<file path="src/include/cactl_pkg.sv">
// constants for the counter array control block
// assumes an 8-bit special-function register port on the system clock
package cactl_pkg;
    localparam logic [7:0] ctrl_addr = 8'hd8;
    // the mode register has no printed address; this one is arbitrary
    localparam logic [7:0] mode_addr = 8'hd9;
    localparam logic [7:0] ctrl_reset = 8'h00;
    localparam logic [7:0] mode_reset = 8'h00;
    localparam int ovf_bit = 7;
    localparam int run_bit = 6;
    localparam int idle_bit = 7;
    localparam int sel_hi = 3;
    localparam int sel_lo = 1;
    localparam int ovf_en_bit = 0;
    localparam logic [7:0] ctrl_rsvd_mask = 8'h38;
    localparam logic [7:0] mode_rsvd_mask = 8'h70;
    localparam logic [3:0] div12_last = 4'hb;
    localparam logic [1:0] div4_last = 2'h3;
    localparam logic [2:0] div8_last = 3'h7;
    localparam logic [15:0] count_max = 16'hffff;
    typedef enum logic [2:0] {
        cactl_sel_div12 = 3'b000,
        cactl_sel_div4 = 3'b001,
        cactl_sel_tmr0 = 3'b010,
        cactl_sel_ext_fall = 3'b011,
        cactl_sel_sysclk = 3'b100,
        cactl_sel_extclk8 = 3'b101,
        cactl_sel_lfo8 = 3'b110,
        cactl_sel_rsvd = 3'b111
    } cactl_sel_e;
endpackage

</file>
<file path="src/design/cactl_sync.sv">
// three-stage synchroniser with falling and rising edge pulses
// assumes an asynchronous input and one system clock
`timescale 1ns/10ps
module cactl_sync (
    input wire logic core_clk,
    input wire logic nrst,
    input wire logic async_in,
    output logic rise,
    output logic fall
);
    logic [2:0] stage;
    logic [2:0] fill;

    // the edge is judged on stages two and three only, never on stage one
    always_ff @(posedge core_clk or negedge nrst) begin
        if (!nrst) begin
            stage <= 3'h0;
        end else begin
            stage <= {stage[1:0], async_in};
        end
    end

    // edges are held off until every stage carries the pin, so the reset
    // value of the stages can never pose as an edge of a pin idling high
    always_ff @(posedge core_clk or negedge nrst) begin
        if (!nrst) begin
            fill <= 3'h0;
        end else begin
            fill <= {fill[1:0], 1'b1};
        end
    end

    assign rise = fill[2] & stage[1] & ~stage[2];
    assign fall = fill[2] & ~stage[1] & stage[2];
endmodule

</file>
<file path="src/design/cactl_top.sv">
// control and status for the counter array's shared 16-bit counter
// assumes a single-cycle register port; timer 0 overflow is a same-clock pulse
`timescale 1ns/10ps
module cactl_top (
    input wire logic core_clk,
    input wire logic nrst,
    input wire logic [7:0] reg_addr,
    input wire logic reg_wr,
    input wire logic [7:0] reg_wdata,
    output logic [7:0] reg_rdata,
    input wire logic cpu_idle,
    input wire logic [2:0] module_match_event,
    input wire logic [2:0] module_irq_enable,
    input wire logic timer0_overflow,
    input wire logic external_count_input,
    input wire logic external_clock,
    input wire logic lfo_clock,
    output logic [15:0] shared_array_counter,
    output logic count_tick,
    output logic array_active,
    output logic array_irq
);
    logic counter_overflow_flag;
    logic counter_run_bit;
    logic [2:0] module_match_flag;
    logic idle_suspend_bit;
    logic [2:0] timebase_select;
    logic overflow_irq_enable;
    logic [3:0] div12_cnt;
    logic [1:0] div4_cnt;
    logic [2:0] ext8_cnt;
    logic [2:0] lfo8_cnt;
    logic eci_fall;
    logic extclk_rise;
    logic lfo_rise;
    logic next_tick;
    logic wrap;
    logic wr_ctrl;
    logic wr_mode;

    assign wr_ctrl = reg_wr && (reg_addr == cactl_pkg::ctrl_addr);
    assign wr_mode = reg_wr && (reg_addr == cactl_pkg::mode_addr);

    // suspended only when both the bit and the processor idle are set
    assign array_active = ~(idle_suspend_bit & cpu_idle);

    cactl_sync u_eci (
        .core_clk(core_clk),
        .nrst(nrst),
        .async_in(external_count_input),
        .rise(),
        .fall(eci_fall)
    );

    cactl_sync u_extclk (
        .core_clk(core_clk),
        .nrst(nrst),
        .async_in(external_clock),
        .rise(extclk_rise),
        .fall()
    );

    cactl_sync u_lfo (
        .core_clk(core_clk),
        .nrst(nrst),
        .async_in(lfo_clock),
        .rise(lfo_rise),
        .fall()
    );

    // prescalers free-run while active so a source switch picks up a live rate
    always_ff @(posedge core_clk or negedge nrst) begin
        if (!nrst) begin
            div12_cnt <= 4'h0;
        end else if (array_active) begin
            div12_cnt <= (div12_cnt == cactl_pkg::div12_last) ? 4'h0 : div12_cnt + 4'h1;
        end
    end

    always_ff @(posedge core_clk or negedge nrst) begin
        if (!nrst) begin
            div4_cnt <= 2'h0;
        end else if (array_active) begin
            div4_cnt <= div4_cnt + 2'h1;
        end
    end

    // divide-by-8 stages count source edges, so a stopped source freezes them
    always_ff @(posedge core_clk or negedge nrst) begin
        if (!nrst) begin
            ext8_cnt <= 3'h0;
        end else if (array_active && extclk_rise) begin
            ext8_cnt <= ext8_cnt + 3'h1;
        end
    end

    always_ff @(posedge core_clk or negedge nrst) begin
        if (!nrst) begin
            lfo8_cnt <= 3'h0;
        end else if (array_active && lfo_rise) begin
            lfo8_cnt <= lfo8_cnt + 3'h1;
        end
    end

    always_comb begin
        next_tick = 1'b0;
        unique case (cactl_pkg::cactl_sel_e'(timebase_select))
            cactl_pkg::cactl_sel_div12: next_tick = (div12_cnt == cactl_pkg::div12_last);
            cactl_pkg::cactl_sel_div4: next_tick = (div4_cnt == cactl_pkg::div4_last);
            cactl_pkg::cactl_sel_tmr0: next_tick = timer0_overflow;
            // the source must respect clock div 4 or edges are merged
            cactl_pkg::cactl_sel_ext_fall: next_tick = eci_fall;
            cactl_pkg::cactl_sel_sysclk: next_tick = 1'b1;
            cactl_pkg::cactl_sel_extclk8: next_tick =
                extclk_rise && (ext8_cnt == cactl_pkg::div8_last);
            cactl_pkg::cactl_sel_lfo8: next_tick =
                lfo_rise && (lfo8_cnt == cactl_pkg::div8_last);
            cactl_pkg::cactl_sel_rsvd: next_tick = 1'b0;
        endcase
    end

    assign count_tick = next_tick && counter_run_bit && array_active;
    assign wrap = count_tick && (shared_array_counter == cactl_pkg::count_max);

    always_ff @(posedge core_clk or negedge nrst) begin
        if (!nrst) begin
            shared_array_counter <= 16'h0000;
        end else if (count_tick) begin
            shared_array_counter <= shared_array_counter + 16'h0001;
        end
    end

    always_ff @(posedge core_clk or negedge nrst) begin
        if (!nrst) begin
            counter_run_bit <= 1'b0;
        end else if (wr_ctrl) begin
            counter_run_bit <= reg_wdata[cactl_pkg::run_bit];
        end
    end

    // flags: a hardware set in the same cycle as a software clear wins
    always_ff @(posedge core_clk or negedge nrst) begin
        if (!nrst) begin
            counter_overflow_flag <= 1'b0;
        end else if (wrap) begin
            counter_overflow_flag <= 1'b1;
        end else if (wr_ctrl) begin
            counter_overflow_flag <= reg_wdata[cactl_pkg::ovf_bit];
        end
    end

    // module events are dropped while the array is suspended
    always_ff @(posedge core_clk or negedge nrst) begin
        if (!nrst) begin
            module_match_flag <= 3'h0;
        end else begin
            for (int i = 0; i < 3; i++) begin
                if (module_match_event[i] && array_active) begin
                    module_match_flag[i] <= 1'b1;
                end else if (wr_ctrl) begin
                    module_match_flag[i] <= reg_wdata[i];
                end
            end
        end
    end

    always_ff @(posedge core_clk or negedge nrst) begin
        if (!nrst) begin
            idle_suspend_bit <= 1'b0;
        end else if (wr_mode) begin
            idle_suspend_bit <= reg_wdata[cactl_pkg::idle_bit];
        end
    end

    always_ff @(posedge core_clk or negedge nrst) begin
        if (!nrst) begin
            timebase_select <= 3'h0;
        end else if (wr_mode) begin
            timebase_select <= reg_wdata[cactl_pkg::sel_hi:cactl_pkg::sel_lo];
        end
    end

    always_ff @(posedge core_clk or negedge nrst) begin
        if (!nrst) begin
            overflow_irq_enable <= 1'b0;
        end else if (wr_mode) begin
            overflow_irq_enable <= reg_wdata[cactl_pkg::ovf_en_bit];
        end
    end

    // level request, drops only when software clears or masks every source
    always_ff @(posedge core_clk or negedge nrst) begin
        if (!nrst) begin
            array_irq <= 1'b0;
        end else begin
            array_irq <= (counter_overflow_flag & overflow_irq_enable)
                | (|(module_match_flag & module_irq_enable));
        end
    end

    // reserved bits read as zero and writes to them are dropped
    always_comb begin
        reg_rdata = 8'h00;
        if (reg_addr == cactl_pkg::ctrl_addr) begin
            reg_rdata = {counter_overflow_flag, counter_run_bit, 3'h0, module_match_flag};
        end else if (reg_addr == cactl_pkg::mode_addr) begin
            reg_rdata = {idle_suspend_bit, 3'h0, timebase_select, overflow_irq_enable};
        end
    end
endmodule

</file>
<file path="config.mk">
export PLATFORM = sky130hd
export DESIGN_NAME = cactl_top
export DESIGN_NICKNAME = d
export VERILOG_FILES = /design/src/include/cactl_pkg.sv /design/src/design/cactl_sync.sv /design/src/design/cactl_top.sv
export SDC_FILE = /design/constraint.sdc
export NUM_CORES = 1
export LEC_CHECK = 0
export BUFFER_PORTS_ARGS = -buffer_cell sky130_fd_sc_hd__buf_2
export CORE_ASPECT_RATIO = 1.1
export CORE_MARGIN = 2
export CORE_UTILIZATION = 50
export CTS_CLUSTER_SIZE = 30
export DETAILED_ROUTE_END_ITERATION = 10
export GPL_TIMING_DRIVEN = 0
export PLACE_DENSITY = 0.75
export SLEW_MARGIN = 10
export SYNTH_ARGS = -nofsm -noshare
export SYNTH_HDL_FRONTEND = slang
export SYNTH_HIERARCHICAL = 1
export SYNTH_SLANG_ARGS = --single-unit
export TNS_END_PERCENT = 20
</file>
<file path="constraint.sdc">
create_clock -name core_clk -period 3.9 [get_ports core_clk]
set_input_delay 0.39 -clock core_clk [delete_from_list [all_inputs] [get_ports core_clk]]
set_output_delay 0.39 -clock core_clk [all_outputs]
set_load 0.02 [all_outputs]
</file>
; ---- Word level (Yosys, flattened, before mapping)
; Cells that the tools add are included.
[op_classes]
addsub = 5
n_eq_ne = 14
muxes = 12
n_bitwise = 14
n_reduce_logical = 18
[ops]
columns = cell, count
row1 = 3-bit == test (second input constant), 6
row2 = 16-bit by 1-bit adder with 16-bit output (second input constant), 1
row3 = 16-bit == test (second input constant), 1
row4 = 8-bit == test (second input constant), 2
row5 = 8-bit two-way mux, 2
row6 = 1-bit logical AND, 12
row7 = 1-bit bitwise AND, 8
row8 = 1-bit two-way mux, 8
row9 = 1-bit one-hot mux with 8 select lines, 1
row10 = 2-bit nonzero test, 4
row11 = 3-bit by 1-bit adder with 3-bit output (second input constant), 2
row12 = 3-bit by 2-bit == test with 1-bit output (second input constant), 2
row13 = 4-bit by 1-bit adder with 4-bit output (second input constant), 1
row14 = 4-bit == test (second input constant), 1
row15 = 4-bit two-way mux, 1
row16 = 1-bit NOT, 4
row17 = 3-bit bitwise AND, 1
row18 = 3-bit by 1-bit == test with 1-bit output (second input constant), 1
row19 = 3-bit zero test, 1
row20 = 3-bit OR reduction, 1
row21 = 2-bit by 1-bit adder with 2-bit output (second input constant), 1
row22 = 2-bit == test (second input constant), 1
row23 = 1-bit OR, 1
[totals]
ff_bits = 57
input_bits = 30
output_inout_bits = 27
wordCells = 83

; ---- Depth between registers and ports, before layout
[logic_depth]
word_depth = 8
ltp_mapped = 8
ltp_nobuf = 8

; ---- Hierarchy
; The synthesis kept the hierarchy.
[by_module_without_submodules]
columns = module, n_inst, cells_each, area_per_inst_um2, seq_area_each_um2
row1 = cactl_top, 1, 170, 1959.4, 975.9
row2 = cactl_sync, 3, 9, 171.4, 150.1

; ---- Worst setup path before layout
; No wires, ideal clock.
[synth_timing]
path_type = reg-to-reg
from = register u_eci.stage[2]
to = register shared_array_counter[13]
arrival_ns = 1.785
t_required_ns = 3.768
slack_ns = 1.983
stages_incl_launch_ff = 8
period_less_slack_ns = 1.917
path_cell_list = dfrtp_1 and3b_1 mux2_4 a32o_2 o311ai_4 inv_2 and3_1 xor2_1
[synth_via]
elab_chain_len = 4
[synth_rtl]
columns = element, line_no
row1 = start: declaration, cactl_sync.sv:11  ; logic [2:0] stage;
row2 = start signal: assignment, cactl_sync.sv:19  ; stage <= {stage[1:0], async_in};
row3 = 1-bit bitwise AND, cactl_sync.sv:34  ; assign fall = fill[2] & ~stage[1] & stage[2];
row4 = via eci_fall, cactl_top.sv:33  ; logic eci_fall;
row5 = 1-bit one-hot mux with 8 select lines, cactl_top.sv:107  ; unique case (cactl_pkg::cactl_sel_e'(timebase_select))
row6 = 1-bit logical AND (2 in series), cactl_top.sv:122  ; assign count_tick = next_tick && counter_run_bit && array_active;
row7 = via count_tick, cactl_top.sv:19  ; output logic count_tick,
row8 = end signal: assignment, cactl_top.sv:129  ; shared_array_counter <= shared_array_counter + 16'h0001;
row9 = end: declaration, cactl_top.sv:18  ; output logic [15:0] shared_array_counter,
; The timed path passes the listed nets, and every way through them passes these cells.
; A chain may end at the register's enable or synchronous reset.

; ---- Final worst setup path
[layout_timing]
from = register u_eci.stage[2]
to = output port count_tick
[layout_via]
elab_chain_len = 4
[layout_rtl]
columns = element, line_no
row1 = 1-bit bitwise AND, cactl_sync.sv:34
row2 = via eci_fall, cactl_top.sv:33
row3 = 1-bit one-hot mux with 8 select lines, cactl_top.sv:107
row4 = 1-bit logical AND (2 in series), cactl_top.sv:122
row5 = end: declaration, cactl_top.sv:19
; The timed path passes the listed nets, and every way through them passes these cells.

==> summary.md <==
| Metric | Value |
|---|---|
| Setup TNS | `0 ns` |
| Req. time, crit path | `approximately 3.5 ns` |
| WS Path Type | `register to primary output` |
| Gate power share | `0.143` |
| Synth-to-Final Area Change | `20.7%` |
| Initial antenna violation count | `0` |
| Met3 usage | `0.0364` |
| Synth Instances | `about 190` |
| Crit Reg-Reg Endpoint | `shared_array_counter[7]` |
| Pwr Density | `approximately 470 mW/mm^2` |
| GR Overflow Total | `0` |
| Core ar. | `roughly 0.0047 sq mm` |
| Routed wire per std cell | `between 10 and 15 um` |
| Pin slew with the least headroom to its limit | `approximately 0.68 ns` |
| Number of global-route vias before repair | `1524` |
| Grt met2 use | `0.256` |
| Crit path launch type | `register` |
| Worst Skew | `~0.0074 ns` |
| Largest net degree at the start of global routing | `just under 60` |
| Endpoints failing setup | `0` |
| Max Fclk | `400 MHz` |
| Post-detail-place hpwl | `3130 um` |
| Crit end category | `primary output` |
| Vias per inst | `a little over 5` |
| Sequential share of power | `0.520` |
| Mapped Area | `0.00245 sq mm` |
| TritonCTS clock tree | `built` |
| Status | `finished, final reports clean` |
| RSZ-0062 raised after global routing | `no` |
| NetSw | `roughly 340 uW` |
| Clk Latency, worst-skew pair | `between 0.3 and 0.4 ns` |
| R2r setup slk | `between 1.5 and 2 ns` |
| Drc violations | `0` |
| Drt pass-1 iters | `4` |
| Slew margin rel. | `0.547` |
| Crit share post-route | `0.640` |
| Post-cts gate resize count | `0` |
| IO Count | `57` |
| Root buffer cell | `clkbuf_8` |
| Most frequent cells in the layout | `dfrtp_1 (57), buf_2 (52), nand2_1 (22)` |
| Clk network pwr share | `0.337` |
| CTS sink count | `57` |
| Clock tree buffer depth | `2` |
| Crit path DAT | `roughly 2.1 ns` |
| Initial Util | `0.522` |
| PortBufs | `52` |
| Detailed-route via count | `roughly 1600` |
| Synth Warn # | `6` |
| Hold WS | `around 0.11 ns` |
| Slew Viols, Final | `0` |
| Leakage power total | `~0.0015 uW` |
| Minimum clock period | `~2.5 ns` |
| Iter 0 DRT Violations | `86` |
| Commonest non-fill, non-tap cell in the layout | `dfrtp_1` |
| Chip width | `~70 um` |
| Final-stage net count | `roughly 300` |
| Max-cap violations | `0` |
| P_int | `~1100 uW` |
| Hold_buf cts | `0` |
| CTS clk-pin slew, worst paths | `around 0.060 ns` |
| Total wire length | `between 4000 and 5000 um` |
| Postcts setup bufs | `0` |
| RePlAce Congestion | `about 0.78` |
| Gr usage total | `0.172` |
| Post-DRT Antenna Nets | `0` |
| Worst R2R Start | `u_eci/stage[2]` |
| Syn avg cell area | `~13 sq um` |
| Met1 Usage GRT | `0.224` |
| Switch share | `0.244` |
| CTS buffer count | `9` |
| Number of diodes | `0` |
| Max FO, Critical Path | `5` |
| Std-Cell Rows | `26` |
| Final Hold Viols | `0` |
| Die footprint | `roughly 0.0055 sq mm` |
| VDD IR max | `a little over 0.4 mV` |
| Share of layout cells above drive strength 1 | `0.342` |
| Non-Filler Instances | `316` |
| R2R cell count | `7` |
| Fillers | `380` |
| Busiest layer in global routing | `met2` |
| Inst Count DP | `~300` |
| Hold Path Class | `input port to asynchronous set/reset pin` |
| Htree depth | `3` |
| First-pass GRT wire length | `approximately 7200 um` |
| Die H | `~77 um` |
[sequential cells by signal (all words and copies together) (netlist names)]
name                   count
u_eci/fill                 3
div12_cnt                  4
ext8_cnt                   3
module_match_flag          3
array_irq                  1
u_eci/stage                3
lfo8_cnt                   3
counter_overflow_flag      1
timebase_select            3
idle_suspend_bit           1
u_extclk/stage             3
counter_run_bit            1
u_extclk/fill              3
div4_cnt                   2
overflow_irq_enable        1
u_lfo/fill                 3
u_lfo/stage                3
shared_array_counter      16
[critical path, stage by stage, from the launching register on]
cell and delay [ns]:
dfrtp_1 0.35, and3b_1 0.20, mux2_4 0.26, a32o_2 0.28, o311ai_4 0.38, inv_2 0.13
buf_2 0.18
[worst max path at each step]
stage / startpoint / to / cells after the start
3_5_place_dp: reg_addr[5] / counter_overflow_flag / 7
3_3_place_gp: reg_addr[5] / counter_overflow_flag / 7
4_1_cts: u_eci/stage[2] / count_tick / 6
2_1_floorplan: div12_cnt[0] / shared_array_counter[13] / 7
5_1_grt: timebase_select[0] / count_tick / 5
6_report: u_eci/stage[2] / count_tick / 6
[power groups by stage]
stage | Sequential [uW] | Clock (uW) | Combinational (uW)
final | 728 | 471 | 201
after global routing | 741 | 508 | 233
after CTS | 729 | 484 | 207
after detailed placement | 739 | 0 | 208
after global placement | 733 | 0 | 196
after floorplan | 730 | 0 | 147
[area by class of cell]
cell class	count	area (sq um)	share of cell area
Sequential cell	57	1430	0.483
Multi-Input combinational cell	130	978	0.331
Timing Repair Buffer	52	263	0.0890
Clock buffer	13	169	0.0572
Tap cell	56	70.1	0.0237
Buffer	5	35.0	0.0119
Inverter	3	11.3	0.00381
[stage by stage]
| stage | total power, uW | utilization | setup WS (ns) | cell area [sq um] |
|---|---|---|---|---|
| floorplan | 877 | - | 1.98 | 2450 |
| global placement | 929 | 0.594 | 1.69 | 2780 |
| detailed placement | 947 | 0.594 | 1.65 | 2780 |
| CTS | 1420 | 0.630 | 1.39 | 2950 |
| global route | 1480 | 0.630 | 1.33 | 2950 |
| finish | 1400 | 0.630 | 1.40 | 2950 |
[metal layers]
layer,share of wire,vias up,wire length (um)
met5,0,-,0
met3,0.052,9,221
met4,0.032,0,138
li1,-,802,-
met1,0.45,776,1930
met2,0.46,48,1970
Power figures use the tool's default switching activity.
